`src/verilog/spcs_pkg.sv`:
```
// Package for the clock-stop serial port: register map, control layout,
// FSM states and timing figures. Assumes a 125 MHz system clock.
package spcs_pkg;

  // ----------------------------------------
  // Timing
  // ----------------------------------------
  localparam int CLK_PERIOD_NS  = 8;
  localparam int GEN_SRC_DIV_P  = 4;    // CPU periods per generator input
  localparam int SLV_DX_MAX_P   = 16;   // Select low to data valid, CPU periods
  localparam int SLV_DX_MAX_NS  = SLV_DX_MAX_P * CLK_PERIOD_NS;
  localparam int SLV_DX_MAX_CYC = (SLV_DX_MAX_NS / CLK_PERIOD_NS < 1) ? 1
                                  : SLV_DX_MAX_NS / CLK_PERIOD_NS;
  localparam logic [1:0] GEN_TICK_LAST = 2'(GEN_SRC_DIV_P - 1);

  // ----------------------------------------
  // Register map (byte addresses)
  // ----------------------------------------
  localparam logic [11:0] CTRL_ADDR   = 12'h000;
  localparam logic [11:0] STATUS_ADDR = 12'h004;
  localparam logic [11:0] TXDATA_ADDR = 12'h008;
  localparam logic [11:0] RXDATA_ADDR = 12'h00C;

  // Status bit positions
  localparam int ST_BUSY     = 0;
  localparam int ST_TX_FULL  = 1;
  localparam int ST_TX_EMPTY = 2;
  localparam int ST_RX_VALID = 3;
  localparam int ST_RX_FULL  = 4;

  // Clock-stop modes
  localparam logic [1:0] CSTOP_HALF = 2'b10;
  localparam logic [1:0] CSTOP_FULL = 2'b11;
  localparam logic [7:0] SLAVE_DIV  = 8'h01;

  // Control register, bit 0 at the bottom
  typedef struct packed {
    logic       enable;
    logic       receive_select_polarity;
    logic       transmit_select_polarity;
    logic       receive_select_direction;
    logic       transmit_select_direction;
    logic       receive_clock_direction;
    logic       transmit_clock_direction;
    logic       transmit_clock_polarity;
    logic [1:0] clock_stop_mode;
    logic [7:0] generator_divider;
    logic       generator_source_select;
  } spcs_ctrl_t;

  localparam spcs_ctrl_t CTRL_RESET = '0;

  typedef enum logic [2:0] {
    ST_IDLE, ST_LEAD, ST_LOW, ST_HIGH, ST_TAIL, ST_SLV
  } spcs_state_t;

endpackage

```
`src/verilog/spcs_top.sv`:
```
// Clock-stop serial port with APB register access, master or slave.
// Assumes APB and all pins synchronous to mclk; the pad ring resolves
// each output enable into the wire level.
//
// The APB register port and the register offsets were chosen for this implementation.
`timescale 1ns/1ps

// ----------------------------------------
// Two-entry buffer
// ----------------------------------------
module spcs_fifo #(
  parameter int W     = 8,
  parameter int DEPTH = 2
) (
  input  wire logic         mclk,
  input  wire logic         sys_rst,
  input  wire logic         in_valid,
  output logic              in_ready,
  input  wire logic [W-1:0] in_data,
  output logic              out_valid,
  input  wire logic         out_ready,
  output logic [W-1:0]      out_data
);
  localparam int AW = (DEPTH > 1) ? $clog2(DEPTH) : 1;
  logic [W-1:0]  mem [DEPTH];
  logic [AW-1:0] wp_r;
  logic [AW-1:0] rp_r;
  logic [AW:0]   cnt_r;
  logic          push;
  logic          pop;

  assign in_ready  = (cnt_r != (AW+1)'(DEPTH));
  assign out_valid = (cnt_r != '0);
  assign out_data  = mem[rp_r];
  assign push      = in_valid && in_ready;
  assign pop       = out_valid && out_ready;

  always_ff @(posedge mclk) begin
    if (push) begin
      mem[wp_r] <= in_data;
    end
  end

  always_ff @(posedge mclk) begin
    if (sys_rst) begin
      wp_r  <= '0;
      rp_r  <= '0;
      cnt_r <= '0;
    end else begin
      if (push) begin
        wp_r <= (wp_r == AW'(DEPTH - 1)) ? '0 : wp_r + 1'b1;
      end
      if (pop) begin
        rp_r <= (rp_r == AW'(DEPTH - 1)) ? '0 : rp_r + 1'b1;
      end
      cnt_r <= cnt_r + (AW+1)'(push) - (AW+1)'(pop);
    end
  end
endmodule

// ----------------------------------------
// Port top
// ----------------------------------------
module spcs_top #(
  parameter int WORD_W = 8,
  parameter int BUF_D  = 2
) (
  input  wire logic              mclk,
  input  wire logic              sys_rst,
  input  wire logic              psel,
  input  wire logic              penable,
  input  wire logic              pwrite,
  input  wire logic [11:0]       paddr,
  input  wire logic [31:0]       pwdata,
  output logic [31:0]            prdata,
  output logic                   pready,
  output logic                   pslverr,
  input  wire logic              generator_source_clock,
  input  wire logic              transmit_serial_clock,
  output logic                   transmit_serial_clock_drv,
  output logic                   transmit_serial_clock_oe_n,
  input  wire logic              transmit_frame_select,
  output logic                   transmit_frame_select_drv,
  output logic                   transmit_frame_select_oe_n,
  input  wire logic              receive_frame_select,
  output logic                   serial_data_out,
  output logic                   serial_data_out_oe_n,
  input  wire logic              serial_data_in
);
  import spcs_pkg::*;

  spcs_ctrl_t        ctrl_r;
  spcs_state_t       state_r;
  logic [7:0]        cnt_r;
  logic [7:0]        bit_r;
  logic [WORD_W-1:0] tsh_r;
  logic [WORD_W-1:0] rsh_r;
  logic              lvl_r;
  logic              act_r;
  logic              dx_r;
  logic              dx_en_r;
  logic              first_r;
  logic              rx_push_r;
  logic [1:0]        gdiv_r;
  logic              src_prev_r;
  logic              sclk_prev_r;
  logic              pready_r;
  logic              pslverr_r;
  logic [31:0]       prdata_r;
  logic              tx_v;
  logic              tx_pop;
  logic [WORD_W-1:0] tx_d;
  logic              tx_in_rdy;
  logic              tx_in_v;
  logic              rx_v;
  logic              rx_pop;
  logic              rx_rdy;
  logic [WORD_W-1:0] rx_d;
  logic              master;
  logic              eff_src;
  logic [7:0]        eff_div;
  logic [7:0]        hi_len;
  logic [7:0]        lo_len;
  logic [7:0]        per_len;
  logic              tick;
  logic              m11;
  logic              sel;
  logic              rsel;
  logic              s_lvl;
  logic              s_rise;
  logic              s_fall;
  logic              acc;
  logic              last_bit;

  // ----------------------------------------
  // Buffers
  // ----------------------------------------
  spcs_fifo #(.W(WORD_W), .DEPTH(BUF_D)) u_txbuf (
    .mclk      (mclk),
    .sys_rst   (sys_rst),
    .in_valid  (tx_in_v),
    .in_ready  (tx_in_rdy),
    .in_data   (pwdata[WORD_W-1:0]),
    .out_valid (tx_v),
    .out_ready (tx_pop),
    .out_data  (tx_d)
  );

  spcs_fifo #(.W(WORD_W), .DEPTH(BUF_D)) u_rxbuf (
    .mclk      (mclk),
    .sys_rst   (sys_rst),
    .in_valid  (rx_push_r),
    .in_ready  (rx_rdy),
    .in_data   (rsh_r),
    .out_valid (rx_v),
    .out_ready (rx_pop),
    .out_data  (rx_d)
  );

  // ----------------------------------------
  // Sample-rate generator
  // ----------------------------------------
  // Master roles
  assign master  = ctrl_r.transmit_clock_direction && ctrl_r.transmit_select_direction;
  assign m11     = (ctrl_r.clock_stop_mode == CSTOP_FULL);
  assign eff_src = master ? ctrl_r.generator_source_select : 1'b1;
  assign eff_div = master ? ctrl_r.generator_divider : SLAVE_DIV;

  // High phase length
  // Divider zero would need half ticks; one tick per phase instead.
  always_comb begin
    if (eff_div == 8'h00) begin
      hi_len = 8'h01;
    end else if (!eff_div[0]) begin
      hi_len = (eff_div >> 1) + 8'h01;
    end else begin
      hi_len = 8'((9'(eff_div) + 9'h001) >> 1);
    end
  end

  always_comb begin
    if (eff_div == 8'h00) begin
      lo_len = 8'h01;
    end else if (!eff_div[0]) begin
      lo_len = eff_div >> 1;
    end else begin
      lo_len = 8'((9'(eff_div) + 9'h001) >> 1);
    end
  end

  assign per_len = hi_len + lo_len;

  always_ff @(posedge mclk) begin
    if (sys_rst) begin
      gdiv_r     <= '0;
      src_prev_r <= 1'b0;
    end else begin
      gdiv_r     <= (gdiv_r == GEN_TICK_LAST) ? 2'h0 : gdiv_r + 2'h1;
      src_prev_r <= generator_source_clock;
    end
  end

  assign tick = eff_src ? (gdiv_r == GEN_TICK_LAST)
                        : (generator_source_clock && !src_prev_r);

  // ----------------------------------------
  // Slave-side pin view
  // ----------------------------------------
  // Active-low selects inverted
  assign sel    = transmit_frame_select ^ ctrl_r.transmit_select_polarity;
  assign rsel   = receive_frame_select ^ ctrl_r.receive_select_polarity;
  assign s_lvl  = transmit_serial_clock ^ !ctrl_r.transmit_clock_polarity;
  assign s_rise = s_lvl && !sclk_prev_r;
  assign s_fall = !s_lvl && sclk_prev_r;

  always_ff @(posedge mclk) begin
    if (sys_rst) begin
      sclk_prev_r <= 1'b1;
    end else begin
      sclk_prev_r <= s_lvl;
    end
  end

  // ----------------------------------------
  // Transfer engine
  // ----------------------------------------
  // Word length from parameter, MSB first
  assign last_bit = (bit_r == 8'(WORD_W - 1));
  assign tx_pop   = (state_r == ST_IDLE) && ctrl_r.enable && tx_v
                    && (master ? (rx_rdy && tick) : sel);

  always_ff @(posedge mclk) begin
    if (sys_rst) begin
      state_r   <= ST_IDLE;
      cnt_r     <= '0;
      bit_r     <= '0;
      tsh_r     <= '0;
      rsh_r     <= '0;
      lvl_r     <= 1'b1;
      act_r     <= 1'b0;
      dx_r      <= 1'b0;
      dx_en_r   <= 1'b0;
      first_r   <= 1'b0;
      rx_push_r <= 1'b0;
    end else begin
      rx_push_r <= 1'b0;
      unique case (state_r)
        ST_IDLE: begin
          lvl_r   <= 1'b1;
          dx_en_r <= 1'b0;
          bit_r   <= '0;
          // Select before first edge
          // Start on a tick so the lead is whole ticks
          if (ctrl_r.enable && master && tx_v && rx_rdy && tick) begin
            tsh_r   <= tx_d;
            act_r   <= 1'b1;
            // Lead from select to first fall
            cnt_r   <= m11 ? per_len : hi_len;
            state_r <= ST_LEAD;
          end else if (ctrl_r.enable && !master && sel) begin
            tsh_r   <= tx_v ? tx_d : '0;
            dx_r    <= tx_v ? tx_d[WORD_W-1] : 1'b0;
            dx_en_r <= 1'b1;
            first_r <= 1'b1;
            state_r <= ST_SLV;
          end
        end
        ST_LEAD: begin
          if (tick) begin
            cnt_r <= cnt_r - 8'h01;
            if (m11 && cnt_r == hi_len + 8'h01) begin
              dx_en_r <= 1'b1;
              dx_r    <= tsh_r[WORD_W-1];
            end
            if (cnt_r == 8'h01) begin
              lvl_r   <= 1'b0;
              cnt_r   <= lo_len;
              state_r <= ST_LOW;
              if (!m11) begin
                dx_en_r <= 1'b1;
                dx_r    <= tsh_r[WORD_W-1];
              end
            end
          end
        end
        ST_LOW: begin
          if (tick) begin
            cnt_r <= cnt_r - 8'h01;
            if (cnt_r == 8'h01) begin
              lvl_r <= 1'b1;
              rsh_r <= {rsh_r[WORD_W-2:0], serial_data_in};
              bit_r <= bit_r + 8'h01;
              if (last_bit) begin
                cnt_r   <= m11 ? hi_len : per_len;
                state_r <= ST_TAIL;
                if (m11) begin
                  dx_en_r <= 1'b0;
                end
              end else begin
                cnt_r   <= hi_len;
                state_r <= ST_HIGH;
                if (m11) begin
                  tsh_r <= tsh_r << 1;
                  dx_r  <= tsh_r[WORD_W-2];
                end
              end
            end
          end
        end
        ST_HIGH: begin
          if (tick) begin
            cnt_r <= cnt_r - 8'h01;
            if (cnt_r == 8'h01) begin
              lvl_r   <= 1'b0;
              cnt_r   <= lo_len;
              state_r <= ST_LOW;
              if (!m11) begin
                tsh_r <= tsh_r << 1;
                dx_r  <= tsh_r[WORD_W-2];
              end
            end
          end
        end
        ST_TAIL: begin
          if (tick) begin
            cnt_r <= cnt_r - 8'h01;
            // Release one high phase after last rise
            if (!m11 && cnt_r == lo_len + 8'h01) begin
              dx_en_r <= 1'b0;
            end
            if (cnt_r == 8'h01) begin
              dx_en_r   <= 1'b0;
              act_r     <= 1'b0;
              rx_push_r <= 1'b1;
              state_r   <= ST_IDLE;
            end
          end
        end
        ST_SLV: begin
          if (!sel || !ctrl_r.enable) begin
            dx_en_r <= 1'b0;
            state_r <= ST_IDLE;
          end else begin
            // Receive word lost when the buffer is full
            if ((m11 ? s_fall : s_rise) && rsel) begin
              rsh_r <= {rsh_r[WORD_W-2:0], serial_data_in};
              bit_r <= last_bit ? 8'h00 : bit_r + 8'h01;
              rx_push_r <= last_bit;
            end
            if (m11 ? s_rise : s_fall) begin
              if (first_r && !m11) begin
                first_r <= 1'b0;
              end else begin
                tsh_r <= tsh_r << 1;
                dx_r  <= tsh_r[WORD_W-2];
              end
            end
          end
        end
      endcase
    end
  end

  // ----------------------------------------
  // Pin registers
  // ----------------------------------------
  always_ff @(posedge mclk) begin
    if (sys_rst) begin
      transmit_serial_clock_drv  <= 1'b0;
      transmit_serial_clock_oe_n <= 1'b1;
      transmit_frame_select_drv  <= 1'b0;
      transmit_frame_select_oe_n <= 1'b1;
      serial_data_out            <= 1'b0;
      serial_data_out_oe_n       <= 1'b1;
    end else begin
      transmit_serial_clock_drv  <= lvl_r ^ !ctrl_r.transmit_clock_polarity;
      // Direction bit zero makes pin input
      transmit_serial_clock_oe_n <= !ctrl_r.transmit_clock_direction;
      transmit_frame_select_drv  <= act_r ^ ctrl_r.transmit_select_polarity;
      transmit_frame_select_oe_n <= !ctrl_r.transmit_select_direction;
      serial_data_out            <= dx_r;
      serial_data_out_oe_n       <= !dx_en_r;
    end
  end

  // ----------------------------------------
  // APB slave
  // ----------------------------------------
  // One wait state; a data write waits while the transmit buffer is full.
  assign acc     = psel && penable && !pready_r;
  // Writes land at the edge that sees pready high
  assign tx_in_v = psel && penable && pready_r && pwrite && (paddr == TXDATA_ADDR);
  assign rx_pop  = acc && !pwrite && (paddr == RXDATA_ADDR);

  always_ff @(posedge mclk) begin
    if (sys_rst) begin
      ctrl_r <= CTRL_RESET;
    end else if (psel && penable && pready_r && pwrite && paddr == CTRL_ADDR) begin
      ctrl_r <= spcs_ctrl_t'(pwdata[$bits(spcs_ctrl_t)-1:0]);
    end
  end

  always_ff @(posedge mclk) begin
    if (sys_rst) begin
      pready_r  <= 1'b0;
      pslverr_r <= 1'b0;
      prdata_r  <= '0;
    end else begin
      pready_r  <= acc && !(pwrite && paddr == TXDATA_ADDR && !tx_in_rdy);
      pslverr_r <= 1'b0;
      prdata_r  <= '0;
      if (acc) begin
        unique case (paddr)
          CTRL_ADDR:   prdata_r <= 32'(ctrl_r);
          STATUS_ADDR: begin
            prdata_r[ST_BUSY]     <= (state_r != ST_IDLE);
            prdata_r[ST_TX_FULL]  <= !tx_in_rdy;
            prdata_r[ST_TX_EMPTY] <= !tx_v;
            prdata_r[ST_RX_VALID] <= rx_v;
            prdata_r[ST_RX_FULL]  <= !rx_rdy;
          end
          TXDATA_ADDR: prdata_r <= '0;
          RXDATA_ADDR: prdata_r <= rx_v ? 32'(rx_d) : '0;
          default:     pslverr_r <= 1'b1;
        endcase
      end
    end
  end

  assign pready  = pready_r;
  assign pslverr = pslverr_r;
  assign prdata  = prdata_r;
endmodule

```
`config.mk`:
```
export PLATFORM = sky130hd
export DESIGN_NAME = spcs_top
export DESIGN_NICKNAME = d
export VERILOG_FILES = /design/src/verilog/spcs_pkg.sv /design/src/verilog/spcs_top.sv
export SDC_FILE = /design/constraint.sdc
export NUM_CORES = 1
export LEC_CHECK = 0
export ABC_AREA = 0
export CAP_MARGIN = 20
export CORE_MARGIN = 2
export CORE_UTILIZATION = 35
export DETAILED_ROUTE_END_ITERATION = 7
export DONT_BUFFER_PORTS = 1
export PLACE_DENSITY_LB_ADDON = 0.08
export SLEW_MARGIN = 20
export SYNTH_ARGS = -nofsm -noshare
export SYNTH_HDL_FRONTEND = slang
export SYNTH_SLANG_ARGS = --single-unit
```
`constraint.sdc`:
```
create_clock -name mclk -period 5.4 [get_ports mclk]
set_input_delay 0.27 -clock mclk [delete_from_list [all_inputs] [get_ports mclk]]
set_output_delay 0.27 -clock mclk [all_outputs]
set_load 0.01 [all_outputs]
```
# --- Yosys cells after proc, flatten, opt, wreduce, memory -nomap -nowiden ---
# Memories as Yosys holds them, arrays and structs flattened. A register that Yosys moved wholly into a read port is not among the register bits.
# Cells that the tools add are included.
word_totals:
  reg_bits: 112
  ramBits: 32
  in_bits: 54
  word_cells: 307
  mem_count: 2
mem_list:
  columns: ["memory", "depth", "width", "rd", "rd_clocked_by_memory_dff", "wr", "line", "text"]
  rows:
  - ["u_rxbuf.mem", 2, 8, 1, 1, 1, "spcs_top.sv:25", "logic [W-1:0] mem [DEPTH];"]
  - ["u_txbuf.mem", 2, 8, 1, 1, 1, "spcs_top.sv:25", null]
op_classes:
  add_sub_neg: 16
  eq_ne: 40
  muxes: 123
  n_bitwise: 6
  n_reduce_logical: 80
op_table:
  columns: ["operator", "n"]
  rows:
  - ["$mux W8", 37]
  - ["$pmux W8 S4", 2]
  - ["$mux W1", 63]
  - ["$ne A2 B2 Y1 const B", 20]
  - ["$logic_and A1 B1 Y1", 33]
  - ["$mux W3", 10]
  - ["$pmux W14 S2", 1]
  - ["$add A8 B1 Y8 const B", 3]
  - ["$eq A12 B4 Y1 const B", 2]
  - ["$pmux W8 S3", 1]
  - ["$reduce_and A5 Y1", 4]
  - ["$logic_not A1 Y1", 17]
  - ["$eq A8 B8 Y1", 2]
  - ["$pmux W8 S2", 1]
  - ["$pmux W3 S5", 1]
  - ["$pmux W5 S3", 1]
  - ["$reduce_and A14 Y1", 1]
  - ["$eq A12 B3 Y1 const B", 1]
  - ["$logic_not A12 Y1", 1]
  - ["$reduce_and A12 Y1", 1]
  - ["$pmux W1 S5", 2]
  - ["$reduce_bool A2 Y1", 5]
  - ["$reduce_bool A5 Y1", 2]
  - ["$add A8 B1 Y9 const B", 1]
  - ["other kinds (31)", 53]

# --- Depth between registers and ports, before layout ---
# Gate-level depths: netlist of the first run.
logic_depth:
  ltp_word: 13
  ltp_mapped: 20
  ltp_nobuf: 19

# --- Hierarchy ---
# Synthesis of the first run repeated with hierarchy kept, for this count alone.
hier_totals:
  cells_unflattened: 897
  area_unflattened_um2: 7739.9
by_module_without_submodules:
  columns: ["mod", "instances", "cells_each", "area_each_um2"]
  rows:
  - ["spcs_top", 1, 793, 6058.3]
  - ["spcs_fifo", 2, 52, 840.8]

# --- Worst setup path before layout of the first run ---
# OpenSTA, ideal clock, no wires.
synth_path:
  path_kind: "reg-to-reg"
  startpoint: "register ctrl_r[14] in the netlist's numbering"
  endpoint: "register cnt_r[6]"
  arrival_ns: 3.270
  required_time_ns: 5.330
  slack_ns: 2.059
  stages_incl_launch_ff: 21
  cell_sequence: "dfxtp_1 -> and2_2 -> buf_12 -> nand2_1 -> ha_1 -> nor4b_4 -> a22oi_2 -> nor2b_1 -> inv_1 -> ha_1 -> inv_1 -> fa_1 -> inv_1 -> a21oi_1 -> o21bai_1 -> a21o_1 -> a21oi_1 -> xor2_1 -> o311ai_0 -> nand3_1 -> a21oi_1"
synth_via:
  elab_chain_len: 11
synth_rtl:
  columns: ["item", "line", "text"]
  rows:
  - ["start, declared", "spcs_top.sv:92", "spcs_ctrl_t ctrl_r;"]
  - ["start signal, assigned", "spcs_top.sv:399", "ctrl_r <= spcs_ctrl_t'(pwdata[$bits(spcs_ctrl_t)-1:0]);"]
  - ["$logic_and A1 B1 Y1 *", "spcs_top.sv:164", "assign master = ctrl_r.transmit_clock_direction && ctrl_r.transmit_select_direction;"]
  - ["$mux W8", "spcs_top.sv:167", "assign eff_div = master ? ctrl_r.generator_divider : SLAVE_DIV;"]
  - ["$add A8 B1 Y9 / $add A7 B1 Y8 (equally long branches)", "spcs_top.sv:177, spcs_top.sv:187, spcs_top.sv:175", null]
  - ["$mux W8 (on tied branches)", "spcs_top.sv:174, spcs_top.sv:184", null]
  - ["$mux W8 (on tied branches)", "spcs_top.sv:172, spcs_top.sv:182", null]
  - ["$add A8 B8 Y8", "spcs_top.sv:191", "assign per_len = hi_len + lo_len;"]
  - ["$mux W8", "spcs_top.sv:294", "cnt_r <= m11 ? hi_len : per_len;"]
  - ["$mux W8", "spcs_top.sv:293", "if (last_bit) begin"]
  - ["$mux W8", "spcs_top.sv:289", "if (cnt_r == 8'h01) begin"]
  - ["$mux W8", "spcs_top.sv:287", "if (tick) begin"]
  - ["$pmux W8 S4", "spcs_top.sv:247", "unique case (state_r)"]
  - ["end signal, assigned", "spcs_top.sv:288", "cnt_r <= cnt_r - 8'h01;"]
  - ["end signal, assigned", "spcs_top.sv:294", null]
  - ["end signal, assigned", "spcs_top.sv:300", "cnt_r <= hi_len;"]
  - ["end, declared", "spcs_top.sv:94", "logic [7:0] cnt_r;"]
# Mark *: on every way between the ends. The rest lies on a longest branch, timed or not. The select of a mux whose other input is x is not followed.
# A chain may end at the register's enable or synchronous reset.

# --- Final worst setup path of the first run ---
layout_path:
  startpoint: "register ctrl_r[12] in the netlist's numbering"
  endpoint: "register cnt_r[6]"
# Same word-level chain as after synthesis.

==> results_tabular.tex, run 1 <==
\begin{tabular}{lr}
\hline
Metric & Value \\
\hline
\multicolumn{2}{l}{\textbf{GRT}} \\
\quad Maximum number of pins on one net before global-route repair & 72 \\
\quad Total Routing Usage GR & between 10\% and 20\% \\
\quad Global-route congestion overflow total & 0 \\
\quad Wire length of the first global-routing pass & $\sim$34000 um \\
\quad Number of global-route vias before repair & slightly above 6000 \\
\quad Number of antenna violations at the first check in global routing & 0 \\
\multicolumn{2}{l}{\textbf{Yosys}} \\
\quad Yosys warnings & 0 \\
\quad Async set-reset flop share out of synthesis & 0\% \\
\quad Gate Count Post-Synth & around 860 \\
\quad Number of synthesized flops with an enable pin & 32 \\
\quad FF+latch count, synth & 133 \\
\quad Syn\_area\_per\_cell & 8.89 um2 \\
\quad Simple-gate share of the synthesized area & between 20\% and 30\% \\
\quad Synth Area in Compound Gates & 15.9\% \\
\quad Portion of the post-synthesis area used by sequential elements & between 30 and 40\% \\
\quad Largest family of logic cells by synthesized area & simple AND/OR/NAND/NOR gates \\
\quad Ys flop type & sky130\_fd\_sc\_hd\_\_dfxtp\_1 \\
\quad Adder-cell share of the synthesized area & about 3.5\% \\
\quad Post-synthesis instance area & 7680 um2 \\
\quad Mux share of post-synthesis cell area & under 10\% \\
\quad Xor and xnor area share after synthesis & just under 6\% \\
\quad Count of unique library cells instantiated by Yosys & between 90 and 100 \\
\multicolumn{2}{l}{\textbf{Clock network}} \\
\quad CTS buffer count & 17 \\
\quad Root cell of the clock tree & sky130\_fd\_sc\_hd\_\_clkbuf\_16 \\
\quad Number of buffers on the longest clock path & 2 \\
\quad Clock transition at the register clock pins on the worst setup and hold paths after CTS & $\sim$0.07 ns \\
\quad H-tree depth & 4 \\
\quad Total clock sinks & $\sim$130 \\
\quad Worst-Skew Late Latency & $\sim$0.43 ns \\
\quad CTS tree & done \\
\multicolumn{2}{l}{\textbf{STA}} \\
\quad Final clock period utilization by the worst path & 79.2\% \\
\quad Final setup margin & between 1 and 1.5 ns \\
\quad Count of final setup violators & 0 \\
\quad Unrepaired setup endpoints after global routing & no \\
\quad Post-route minimum period & about 4.3 ns \\
\quad Worst clock skew & $\sim$0.012 ns \\
\quad Setup TNS Final & 0 ns \\
\quad Final count of hold timing violations & 0 \\
\quad Worst-margin pin slew & approximately 1.0 ns \\
\quad Max-slew violation count & 0 \\
\quad Highest clock rate & approximately 0.23 GHz \\
\quad Worst slew margin relative to its limit & 32.4\% \\
\multicolumn{2}{l}{\textbf{Die}} \\
\quad Initial Utilization & 35.4\% \\
\quad Die span in y & 152 um \\
\quad Die width & between 150 and 200 um \\
\quad Std cell rows & 54 \\
\quad Floorplan die area & 23100 um2 \\
\quad Number of top-level pins & 94 \\
\quad Floorplan core area & around 22000 um2 \\
\multicolumn{2}{l}{\textbf{Setup path}} \\
\quad Crit path required time & $\sim$5.8 ns \\
\quad Sequence of cells on the critical path & and2\_2 -> nand2\_1 -> ha\_1 -> nor4b\_4 -> a22oi\_2 -> nor2b\_1 -> inv\_1 -> ha\_1 -> inv\_1 -> fa\_1 -> inv\_1 -> a21oi\_1 -> o21bai\_1 -> a21o\_1 -> a21oi\_1 -> xor2\_1 -> o311ai\_0 -> nand3\_1 -> a21oi\_1 \\
\quad Crit-path slowest cell & sky130\_fd\_sc\_hd\_\_dfxtp\_1 \\
\quad Buffers \& Inverters on Critical Path & 3 \\
\quad Type of element launching the critical path & flip-flop \\
\quad Top Family by Delay on Critical Path & compound AO/OA/AOI/OAI gates \\
\quad Slowest stage delay, CP & a little under 0.6 ns \\
\quad Setup CP Type & reg2reg \\
\quad Arrival time worst endpoint & 4.63 ns \\
\quad Kind of end point of the critical path & flip-flop \\
\quad Highest fanout seen on the critical path & 12 \\
\multicolumn{2}{l}{\textbf{Placed design}} \\
\quad Worst setup slack before clock tree synthesis & approximately 1.2 ns \\
\quad Detailed Place HPWL & 15000 um \\
\quad Gp weighted congestion & 0.835 \\
\quad Count of buffers inserted at the top-level ports & 0 \\
\quad DP Cell Count & 1100 \\
\multicolumn{2}{l}{\textbf{Pwr}} \\
\quad Fraction of power consumed by sequential logic & 37.2\% \\
\quad Fraction of power consumed by combinational cells & between 20\% and 30\% \\
\quad Part of the power in the clock network & just under 40\% \\
\quad Switching portion of total power & approximately a third \\
\quad Internal cell power & 1950 uW \\
\quad Areal power density over the cells & 348 nW/um2 \\
\quad Peak supply drop & about 160 uV \\
\quad Total power of the final layout & $\sim$3000 uW \\
\quad Switching Power & roughly 1000 uW \\
\quad Leakage power & between 0.003 and 0.004 uW \\
\multicolumn{2}{l}{\textbf{Detailed routing}} \\
\quad Detailed-route via count & 6205 \\
\quad DRC violations left & 0 \\
\quad 1st-iter DRT viols & 385 \\
\quad Wire per inst & roughly 18 um \\
\quad Initial DRT Pass Iterations & 5 \\
\quad Remaining number of nets flagged by the antenna check after routing & 0 \\
\quad Via-per-instance ratio & between 5 and 6 \\
\quad Detailed Route WL & around 21000 um \\
\multicolumn{2}{l}{\textbf{Final layout}} \\
\quad Fill count & approximately 2200 \\
\quad Storage cell area & about 3000 um2 \\
\quad Final standard cell utilization of the core & between 30\% and 40\% \\
\quad Combined area of the multi-input logic cells & 4260 um2 \\
\quad Fin cells & approximately 1200 \\
\quad Final nets & 937 \\
\quad Fraction of layout instances using a drive strength above 1 & about a tenth \\
\quad Number of diodes added for antenna fixing & 0 \\
\quad Area delta synth->final & 11.7\% \\
\multicolumn{2}{l}{\textbf{Worst hold path}} \\
\quad Class of the most critical hold timing path & in2reg \\
\multicolumn{2}{l}{\textbf{Run status}} \\
\quad Status & finished clean \\
\multicolumn{2}{l}{\textbf{Run}} \\
\quad Number of violations of the max-capacitance limit & 0 \\
\hline
\end{tabular}
-- area by class of cell --
type / count / area share [%]
Clock inverter: 14 / 1.91
Tap cell: 280 / 4.09
Sequential cell: 133 / 34.8
Timing Repair Buffer: 29 / 3.42
Clock buffer: 18 / 5.01
Inverter: 26 / 1.14
Multi-Input combinational cell: 655 / 49.6
-- placed cells by master, fill, tap and decap left out, drive strengths merged, types with 3 or more instances in the layout --
cell         netlist  routed
a2111oi            3       3
a211oi            16      16
a21o               5       5
a21oi             61      61
a22oi             10      10
a31oi              6       6
and2              23      23
and3              11      11
buf               33       7
clkbuf            29      18
clkinv             2       6
conb               1      13
dfxtp            101     101
dlygate4sd3        0      22
edfxtp            32      32
ha                20      20
inv               24      31
mux2               5       5
mux2i             40      40
nand2            100     100
nand2b            10      10
nand3             19      19
nand3b             4       4
nand4             14      14
nand4b             3       3
nor2              96      96
nor2b             11      11
nor3              26      26
nor3b              8       8
nor4               8       8
o211ai             3       3
o21ai             31      31
o21bai             5       5
o22ai             11      11
o31ai              4       4
or3                6       6
xnor2             26      26
xor2              26      26
-- sequential cells by signal (all words and copies together), names as in the netlist, 2 cells and up, named ones only --
| signal | cells |
|---|---|
| gdiv_r | 2 |
| cnt_r | 8 |
| u_rxbuf.mem | 16 |
| u_rxbuf.cnt_r | 2 |
| prdata | 19 |
| u_txbuf.cnt_r | 2 |
| u_txbuf.mem | 16 |
| state_r | 3 |
| bit_r | 8 |
| ctrl_r | 19 |
| tsh_r | 8 |
| rsh_r | 8 |
-- metal layers --
layer  global-route usage (%)  vias up  share of wire [%]
met1                     24.2     2979                 46
met4                     6.10        0                1.7
met2                     30.0      176                 47
met3                     3.82       25                4.7
met5                        0        -                  0
li1                         -     3025                  -
-- metrics by stage --
step	area, um2	hold slack [ns]
3_5_place_dp	7730	0.348
5_1_grt	8570	0.0458
3_3_place_gp	7730	0.349
2_1_floorplan	7720	0.369
6_report	8570	0.0352
4_1_cts	8570	0.0203
-- power groups by stage --
stage	Combinational (uW)	Clock, uW	Sequential (uW)
2_1_floorplan	555	0	1090
3_3_place_gp	648	0	1130
3_5_place_dp	656	0	1130
4_1_cts	685	1210	1110
5_1_grt	768	1250	1120
6_report	693	1180	1110
-- final timing paths --
path / startpoint / end / slack (ns) / cells after the start
hold / removal: transmit_serial_clock / sclk_prev_r / 0.04 / 2
setup reg to reg: ctrl_r[12] / cnt_r[6] / 1.13 / 19
hold reg to reg: gdiv_r[0] / gdiv_r[0] / 0.43 / 1
setup / recovery: ctrl_r[12] / cnt_r[6] / 1.13 / 19
-- timing repair --
| item | 4_1_cts | 5_1_grt |
|---|---|---|
| resized for setup | 0 | 0 |
| hold buffers | 23 | 0 |
| buffers inserted | 0 | 0 |
| hold endpoints to repair | 88 | 0 |
-- worst register-to-register path, stage by stage, from the launching register on --
cell,delay (ns)
sky130_fd_sc_hd__dfxtp_1,0.59
sky130_fd_sc_hd__and2_2,0.40
sky130_fd_sc_hd__nand2_1,0.14
sky130_fd_sc_hd__ha_1,0.28
sky130_fd_sc_hd__nor4b_4,0.15
sky130_fd_sc_hd__a22oi_2,0.34
sky130_fd_sc_hd__nor2b_1,0.31
sky130_fd_sc_hd__inv_1,0.10
sky130_fd_sc_hd__ha_1,0.21
sky130_fd_sc_hd__inv_1,0.07
sky130_fd_sc_hd__fa_1,0.20
sky130_fd_sc_hd__inv_1,0.05
sky130_fd_sc_hd__a21oi_1,0.15
sky130_fd_sc_hd__o21bai_1,0.11
sky130_fd_sc_hd__a21o_1,0.20
sky130_fd_sc_hd__a21oi_1,0.20
sky130_fd_sc_hd__xor2_1,0.11
sky130_fd_sc_hd__o311ai_0,0.35
sky130_fd_sc_hd__nand3_1,0.12
sky130_fd_sc_hd__a21oi_1,0.15
-- logic make-up after synthesis --
family / after synthesis
compound gates: 177
xor+xnor: 52
fa+ha+maj: 21
buf+inv: 88
flops: 133
mux: 45
other cells: 1
simple gates: 347
-- cell usage after synthesis, types with 11 or more instances --
master / number / area, um2
sky130_fd_sc_hd__a21oi_1: 59 / 295
sky130_fd_sc_hd__edfxtp_1: 32 / 961
sky130_fd_sc_hd__nand2_1: 97 / 364
sky130_fd_sc_hd__clkbuf_1: 28 / 105
sky130_fd_sc_hd__nand3_1: 18 / 90.1
sky130_fd_sc_hd__nor2b_1: 11 / 68.8
sky130_fd_sc_hd__nand4_1: 12 / 75.1
sky130_fd_sc_hd__xnor2_1: 26 / 228
sky130_fd_sc_hd__and2_1: 22 / 138
sky130_fd_sc_hd__inv_1: 24 / 90.1
sky130_fd_sc_hd__xor2_1: 26 / 228
sky130_fd_sc_hd__o21ai_0: 26 / 130
sky130_fd_sc_hd__buf_4: 19 / 143
sky130_fd_sc_hd__dfxtp_1: 101 / 2020
sky130_fd_sc_hd__ha_1: 20 / 250
sky130_fd_sc_hd__o22ai_1: 11 / 68.8
sky130_fd_sc_hd__mux2i_1: 36 / 360
sky130_fd_sc_hd__nor2_1: 92 / 345
sky130_fd_sc_hd__nor3_1: 24 / 120
Note: power is estimated with default switching activity, not from simulation.
==> run 2, diff against run 1 <==
==> constraint.sdc (replaced) <==
create_clock -name mclk -period 3.55 [get_ports mclk]
set_input_delay 0.1775 -clock mclk [delete_from_list [all_inputs] [get_ports mclk]]
set_output_delay 0.1775 -clock mclk [all_outputs]
set_load 0.01 [all_outputs]
==> results_tabular.tex, run 2 (synthesis gave the netlist of run 1 again) <==
\begin{tabular}{lr}
\hline
Metric & Value \\
\hline
\multicolumn{2}{l}{\textbf{STA}} \\
\quad Worst slew margin relative to its limit & 37.4\% (+5.0 points) \\
\quad Final setup margin & 0.177 ns (-0.948 ns) \\
\quad Setup TNS Final & 0 ns (unchanged) \\
\quad Count of final setup violators & 0 (unchanged) \\
\quad Worst clock skew & 0.0148 ns (+0.00329 ns) \\
\quad Worst-margin pin slew & 0.937 ns (-0.0687 ns) \\
\quad Final count of hold timing violations & 0 (unchanged) \\
\quad Max-slew violation count & 0 (unchanged) \\
\quad Final clock period utilization by the worst path & 95.0\% (+16 points) \\
\quad Highest clock rate & 0.296 GHz (+27\%) \\
\quad Post-route minimum period & 3.37 ns (-0.902 ns) \\
\multicolumn{2}{l}{\textbf{Placed design}} \\
\quad Gp weighted congestion & 0.865 (+3.6\%) \\
\quad Detailed Place HPWL & 15600 um (+4.1\%) \\
\quad Worst setup slack before clock tree synthesis & 0.0563 ns (-1.14 ns) \\
\quad DP Cell Count & 1142 (+3.8\%) \\
\quad Count of buffers inserted at the top-level ports & 0 (unchanged) \\
\multicolumn{2}{l}{\textbf{Setup path}} \\
\quad Arrival time worst endpoint & 3.69 ns (-0.94 ns) \\
\quad Setup CP Type & reg2reg \\
\quad Buffers \& Inverters on Critical Path & 2 (-1) \\
\quad Depth of the worst register-to-register path & 18 (-1) \\
\quad Crit-path slowest cell & sky130\_fd\_sc\_hd\_\_dfxtp\_2 \\
\quad Highest fanout seen on the critical path & 4 (-8) \\
\quad Logic depth of the worst path, buffers included & 18 (-1) \\
\quad Crit path required time & 3.87 ns (-1.89 ns) \\
\quad Top Family by Delay on Critical Path & compound AO/OA/AOI/OAI gates \\
\quad Kind of end point of the critical path & flip-flop \\
\quad Slowest stage delay, CP & 0.34 ns (-0.25 ns) \\
\quad Sequence of cells on the critical path & and2\_2 -> nand2\_1 -> ha\_2 -> nor4b\_4 -> a22oi\_2 -> buf\_4 -> nand2\_1 -> inv\_1 -> ha\_1 -> a21o\_1 -> a21oi\_2 -> o21bai\_1 -> a21oi\_2 -> o21bai\_1 -> a21oi\_1 -> xor2\_1 -> o21ai\_0 -> a31o\_2 \\
\quad Type of element launching the critical path & flip-flop \\
\multicolumn{2}{l}{\textbf{Final layout}} \\
\quad Area delta synth->final & 16.8\% \\
\quad Final nets & 986 (+5.2\%) \\
\quad Most frequent cells in the layout & sky130\_fd\_sc\_hd\_\_dfxtp\_1 (99), sky130\_fd\_sc\_hd\_\_nand2\_1 (97), sky130\_fd\_sc\_hd\_\_nor2\_1 (92), sky130\_fd\_sc\_hd\_\_a21oi\_1 (56), sky130\_fd\_sc\_hd\_\_buf\_4 (54) \\
\quad Fraction of layout instances using a drive strength above 1 & 15.7\% (+5.9 points) \\
\quad Final standard cell utilization of the core & 41.4\% (+1.8 points) \\
\quad Most frequent standard cell in the layout excluding fill and tap cells & sky130\_fd\_sc\_hd\_\_dfxtp\_1 \\
\quad Fin cells & 1205 (+4.3\%) \\
\multicolumn{2}{l}{\textbf{Die}} \\
\quad Floorplan die area & 23100 um2 (unchanged) \\
\quad Number of top-level pins & 94 (unchanged) \\
\quad Die width & 152 um (unchanged) \\
\quad Initial Utilization & 35.4\% (unchanged) \\
\quad Std cell rows & 54 (unchanged) \\
\quad Die span in y & 152 um (unchanged) \\
\quad Floorplan core area & 21700 um2 (unchanged) \\
\multicolumn{2}{l}{\textbf{Run status}} \\
\quad Status & finished clean \\
\multicolumn{2}{l}{\textbf{Detailed routing}} \\
\quad Wire per inst & 18.0 um (-2.3\%) \\
\quad DRC violations left & 0 (unchanged) \\
\quad Via-per-instance ratio & 5.31 (-1.2\%) \\
\quad 1st-iter DRT viols & 357 (-7.3\%) \\
\quad Remaining number of nets flagged by the antenna check after routing & 0 (unchanged) \\
\quad Detailed-route via count & 6396 (+3.1\%) \\
\quad Detailed Route WL & 21700 um (+2.0\%) \\
\quad Initial DRT Pass Iterations & 5 (unchanged) \\
\multicolumn{2}{l}{\textbf{Pwr}} \\
\quad Peak supply drop & 326 uV (+100\%) \\
\quad Leakage power & 0.00342 uW (+7.8\%) \\
\quad Areal power density over the cells & 503 nW/um2 (+44\%) \\
\multicolumn{2}{l}{\textbf{GRT}} \\
\quad Number of antenna violations at the first check in global routing & 0 (unchanged) \\
\quad Total Routing Usage GR & 18.8\% (+0.48 points) \\
\quad Global-route congestion overflow total & 0 (unchanged) \\
\quad Number of global-route vias before repair & 6251 (+2.9\%) \\
\quad Wire length of the first global-routing pass & 34500 um (+2.6\%) \\
\quad Maximum number of pins on one net before global-route repair & 74 (+2.8\%) \\
\multicolumn{2}{l}{\textbf{Clock network}} \\
\quad CTS tree & done \\
\quad Clock transition at the register clock pins on the worst setup and hold paths after CTS & 0.07 ns (about the same) \\
\quad H-tree depth & 4 (unchanged) \\
\quad Worst-Skew Late Latency & 0.43 ns (about the same) \\
\quad Root cell of the clock tree & sky130\_fd\_sc\_hd\_\_clkbuf\_16 \\
\quad Total clock sinks & 133 (unchanged) \\
\quad Number of buffers on the longest clock path & 2 (unchanged) \\
\quad CTS buffer count & 17 (unchanged) \\
\multicolumn{2}{l}{\textbf{Worst hold path}} \\
\quad Hold depth & 2 (unchanged) \\
\quad Class of the most critical hold timing path & in2reg \\
\multicolumn{2}{l}{\textbf{Run}} \\
\quad Number of violations of the max-capacitance limit & 0 (unchanged) \\
\hline
\end{tabular}
## run 2: changes by cell type in the layout (fill, tap and decap cells not counted), sizes merged
cell / change
dlygate4sd3: +1
diode: +1
clkinvlp: -1
clkinv: +3
bufinv: -1
buf: +48
clkbuf: -1
## run 2: path summary, 6_finish.rpt
path	endpoint	startpoint	slack [ns]
setup / recovery	cnt_r[7]	ctrl_r[14]	0.18
hold / removal	cnt_r[7]	sys_rst	0.03
setup reg to reg	cnt_r[7]	ctrl_r[14]	0.18
hold reg to reg	serial_data_out_oe_n	dx_en_r	0.43
## run 2: through the flow
step                hold slack, ns  area (um2)  total power (uW)
floorplan                    0.276        7720              2500
global placement             0.255        8040              2760
detailed placement           0.256        8040              2770
CTS                        0.00308        8860              4540
global route                0.0106        8970              4740
finish                      0.0258        8970              4510
## run 2: per-layer routing
layer	vias to the layer above	global-route usage [%]	part of all wire, %
met4	0	5.70	1.6
met3	23	3.65	3.9
met5	-	0	0
met2	138	31.1	47
li1	3133	-	-
met1	3102	25.0	47
## run 2: worst reg2reg max path: stages, from the launching register on
cell                       delay [ns]
sky130_fd_sc_hd__dfxtp_2         0.34
sky130_fd_sc_hd__and2_2          0.19
sky130_fd_sc_hd__nand2_1         0.09
sky130_fd_sc_hd__ha_2            0.20
sky130_fd_sc_hd__nor4b_4         0.23
sky130_fd_sc_hd__a22oi_2         0.12
sky130_fd_sc_hd__buf_4           0.17
sky130_fd_sc_hd__nand2_1         0.12
sky130_fd_sc_hd__inv_1           0.08
sky130_fd_sc_hd__ha_1            0.29
sky130_fd_sc_hd__a21o_1          0.19
sky130_fd_sc_hd__a21oi_2         0.17
sky130_fd_sc_hd__o21bai_1        0.10
sky130_fd_sc_hd__a21oi_2         0.16
sky130_fd_sc_hd__o21bai_1        0.07
sky130_fd_sc_hd__a21oi_1         0.18
sky130_fd_sc_hd__xor2_1          0.20
sky130_fd_sc_hd__o21ai_0         0.11
sky130_fd_sc_hd__a31o_2          0.26
## run 2: what timing repair did
item,CTS,global route
resized for setup,0,18
buffers inserted,0,6
hold endpoints to repair,89,0
hold buffers,24,0
setup endpoints to repair,0,7
## run 2: where the power goes
part / leakage, uW / switching [uW] / internal, uW
Sequential: 0.00108 / 60.1 / 1600
Combinational: 0.00206 / 729 / 411
Clock: 0.000273 / 788 / 923
## run 2: layout make-up
type                            instances  area [um2]
Clock inverter                         15         138
Clock buffer                           17         425
Multi-Input combinational cell        655        4310
Timing Repair Buffer                   78         663
Fill cell                            2135       12700
Inverter                               26        97.6
Antenna cell                            1        2.50
Tap cell                              280         350
Sequential cell                       133        2990
==> run 3, diff against run 2 <==
--- a/config.mk
+++ b/config.mk
@@ -12,7 +12,8 @@
 export DETAILED_ROUTE_END_ITERATION = 7
 export DONT_BUFFER_PORTS = 1
 export PLACE_DENSITY_LB_ADDON = 0.08
-export SLEW_MARGIN = 20
+export SETUP_SLACK_MARGIN = 0.05
+export SLEW_MARGIN = 15
 export SYNTH_ARGS = -nofsm -noshare
 export SYNTH_HDL_FRONTEND = slang
 export SYNTH_SLANG_ARGS = --single-unit
==> constraint.sdc (replaced) <==
create_clock -name mclk -period 3.6 [get_ports mclk]
set_input_delay 0.18 -clock mclk [delete_from_list [all_inputs] [get_ports mclk]]
set_output_delay 0.18 -clock mclk [all_outputs]
set_load 0.01 [all_outputs]
==> results_tabular.tex, run 3 (synthesis gave the netlist of run 1 again) <==
\begin{tabular}{lr}
\hline
Metric & Value \\
\hline
\multicolumn{2}{l}{\textbf{Pwr}} \\
\quad Leakage power & 0.00339 uW (-0.81\%) \\
\quad Peak supply drop & 301 uV (-7.7\%) \\
\quad Total power of the final layout & 4560 uW (+0.98\%) \\
\quad Areal power density over the cells & 512 nW/um2 (+1.7\%) \\
\multicolumn{2}{l}{\textbf{Clock network}} \\
\quad Number of buffers on the longest clock path & 2 (unchanged) \\
\quad CTS tree & done \\
\quad H-tree depth & 4 (unchanged) \\
\quad Clock transition at the register clock pins on the worst setup and hold paths after CTS & 0.07 ns (about the same) \\
\quad CTS buffer count & 17 (unchanged) \\
\quad Total clock sinks & 133 (unchanged) \\
\quad Worst-Skew Late Latency & 0.43 ns (about the same) \\
\quad Root cell of the clock tree & sky130\_fd\_sc\_hd\_\_clkbuf\_16 \\
\multicolumn{2}{l}{\textbf{Die}} \\
\quad Floorplan core area & 21700 um2 (unchanged) \\
\quad Number of top-level pins & 94 (unchanged) \\
\quad Die width & 152 um (unchanged) \\
\quad Floorplan die area & 23100 um2 (unchanged) \\
\quad Die span in y & 152 um (unchanged) \\
\quad Std cell rows & 54 (unchanged) \\
\quad Initial Utilization & 35.4\% (unchanged) \\
\multicolumn{2}{l}{\textbf{Placed design}} \\
\quad Count of buffers inserted at the top-level ports & 0 (unchanged) \\
\quad Gp weighted congestion & 0.863 (-0.19\%) \\
\quad Detailed Place HPWL & 15500 um (-0.95\%) \\
\quad Worst setup slack before clock tree synthesis & 0.0807 ns (+0.0244 ns) \\
\quad DP Cell Count & 1129 (-1.1\%) \\
\multicolumn{2}{l}{\textbf{STA}} \\
\quad Final setup margin & 0.314 ns (+0.137 ns) \\
\quad Worst-margin pin slew & 0.944 ns (+0.00648 ns) \\
\quad Final count of hold timing violations & 0 (unchanged) \\
\quad Post-route minimum period & 3.29 ns (-0.0868 ns) \\
\quad Setup TNS Final & 0 ns (unchanged) \\
\quad Unrepaired setup endpoints after global routing & no \\
\quad Worst clock skew & 0.0124 ns (-0.00250 ns) \\
\quad Count of final setup violators & 0 (unchanged) \\
\quad Final clock period utilization by the worst path & 91.3\% (-3.7 points) \\
\quad Max-slew violation count & 0 (unchanged) \\
\quad Worst slew margin relative to its limit & 37.0\% (-0.43 points) \\
\quad Highest clock rate & 0.304 GHz (+2.6\%) \\
\multicolumn{2}{l}{\textbf{Final layout}} \\
\quad Fraction of layout instances using a drive strength above 1 & 14.4\% (-1.3 points) \\
\quad Fin cells & 1191 (-1.2\%) \\
\quad Final nets & 973 (-1.3\%) \\
\quad Fill count & 2194 (+2.8\%) \\
\quad Most frequent standard cell in the layout excluding fill and tap cells & sky130\_fd\_sc\_hd\_\_dfxtp\_1 \\
\quad Area delta synth->final & 16.0\% \\
\quad Most frequent cells in the layout & sky130\_fd\_sc\_hd\_\_dfxtp\_1 (99), sky130\_fd\_sc\_hd\_\_nand2\_1 (96), sky130\_fd\_sc\_hd\_\_nor2\_1 (92), sky130\_fd\_sc\_hd\_\_a21oi\_1 (57), sky130\_fd\_sc\_hd\_\_buf\_4 (41) \\
\quad Number of diodes added for antenna fixing & 0 (-1) \\
\multicolumn{2}{l}{\textbf{GRT}} \\
\quad Total Routing Usage GR & 18.8\% (about the same) \\
\quad Wire length of the first global-routing pass & 34700 um (+0.68\%) \\
\quad Global-route congestion overflow total & 0 (unchanged) \\
\quad Maximum number of pins on one net before global-route repair & 74 (unchanged) \\
\quad Number of antenna violations at the first check in global routing & 0 (unchanged) \\
\quad Number of global-route vias before repair & 6299 (+0.77\%) \\
\multicolumn{2}{l}{\textbf{Detailed routing}} \\
\quad Via-per-instance ratio & 5.37 (+1.1\%) \\
\quad Detailed Route WL & 21600 um (-0.66\%) \\
\quad Wire per inst & 18.1 um (+0.50\%) \\
\quad DRC violations left & 0 (unchanged) \\
\quad Initial DRT Pass Iterations & 5 (unchanged) \\
\quad 1st-iter DRT viols & 524 (+47\%) \\
\quad Remaining number of nets flagged by the antenna check after routing & 0 (unchanged) \\
\quad Detailed-route via count & 6391 (-0.078\%) \\
\multicolumn{2}{l}{\textbf{Run}} \\
\quad Number of violations of the max-capacitance limit & 0 (unchanged) \\
\multicolumn{2}{l}{\textbf{Setup path}} \\
\quad Kind of end point of the critical path & flip-flop \\
\quad Type of element launching the critical path & flip-flop \\
\quad Arrival time worst endpoint & 3.60 ns (-0.09 ns) \\
\quad Crit path required time & 3.92 ns (+0.05 ns) \\
\quad Highest fanout seen on the critical path & 4 (unchanged) \\
\quad Setup CP Type & reg2reg \\
\multicolumn{2}{l}{\textbf{Run status}} \\
\quad Status & finished clean \\
\multicolumn{2}{l}{\textbf{Worst hold path}} \\
\quad Class of the most critical hold timing path & in2reg \\
\hline
\end{tabular}
==> run 3: cell count changes in the layout (fill, tap and decap cells not counted), moves of 2 or more <==
cell / delta
sky130_fd_sc_hd__clkbuf_16: +2
sky130_fd_sc_hd__inv_8: +3
sky130_fd_sc_hd__clkinv_4: -5
sky130_fd_sc_hd__ha_2: -2
sky130_fd_sc_hd__buf_4: -13
==> run 3: worst max-delay path: stages (launching register included) <==
cell	delay [ns]
sky130_fd_sc_hd__dfxtp_2	0.35
sky130_fd_sc_hd__and2_2	0.18
sky130_fd_sc_hd__nand2_4	0.07
sky130_fd_sc_hd__inv_1	0.09
sky130_fd_sc_hd__ha_2	0.23
sky130_fd_sc_hd__nand2_1	0.13
sky130_fd_sc_hd__and2_1	0.19
sky130_fd_sc_hd__o21ai_2	0.14
sky130_fd_sc_hd__inv_1	0.10
sky130_fd_sc_hd__ha_1	0.28
sky130_fd_sc_hd__a21o_1	0.20
sky130_fd_sc_hd__a21oi_2	0.17
sky130_fd_sc_hd__o21bai_1	0.09
sky130_fd_sc_hd__a21oi_2	0.15
sky130_fd_sc_hd__o21bai_1	0.08
sky130_fd_sc_hd__a21oi_1	0.16
sky130_fd_sc_hd__xor2_1	0.19
sky130_fd_sc_hd__o21ai_0	0.11
sky130_fd_sc_hd__a31o_2	0.26
==> run 3: worst paths after layout <==
| check | slack, ns | startpoint | cells past startpoint | end |
|---|---|---|---|---|
| worst max-delay path | 0.31 | ctrl_r[12] | 18 | cnt_r[7] |
| worst max register to register | 0.31 | ctrl_r[12] | 18 | cnt_r[7] |
| worst min register to register | 0.43 | dx_en_r | 1 | serial_data_out_oe_n |
| worst min-delay path | 0.03 | sys_rst | 2 | cnt_r[7] |
==> run 3: power by group <==
part	internal (uW)	switching (uW)	leakage, uW
registers	1580	88.5	0.00108
clock network	1020	779	0.000301
logic	399	689	0.00201
==> run 3: metal layers <==
metal / wire [um] / vias to the layer above / track usage [%] / share of wire, %
met3: 1010 / 22 / 3.96 / 4.7
met4: 355 / 0 / 6.19 / 1.6
met5: 0 / - / 0 / 0
met2: 10200 / 152 / 30.7 / 48
met1: 9950 / 3125 / 25.0 / 46
li1: - / 3092 / - / -
==> run 3: cell type report <==
class | instances | area [um2] | area share [%]
Clock buffer | 20 | 489 | 5.49
Clock inverter | 12 | 121 | 1.36
Inverter | 26 | 97.6 | 1.10
Multi-Input combinational cell | 655 | 4290 | 48.2
Sequential cell | 133 | 2990 | 33.5
Tap cell | 280 | 350 | 3.93
Timing Repair Buffer | 65 | 566 | 6.35
==> run 3: through the flow <==
stage / util [%] / hold slack [ns] / area (um2)
2_1_floorplan: - / 0.279 / 7720
3_3_place_gp: 36.6 / 0.260 / 7950
3_5_place_dp: 36.6 / 0.261 / 7950
4_1_cts: 40.7 / 0.0159 / 8820
5_1_grt: 41.1 / 0.0210 / 8900
6_report: 41.1 / 0.0286 / 8900
==> run 3: timing repair <==
| item | in CTS | in global routing |
|---|---|---|
| pin swaps | 2 | 8 |
| resized for setup | 2 | 13 |
| setup buffers | 1 | 5 |
| hold buffers | 24 | 0 |
| hold endpoints to repair | 89 | 0 |
| setup endpoints to repair | 1 | 8 |
| cloned | 0 | 0 |
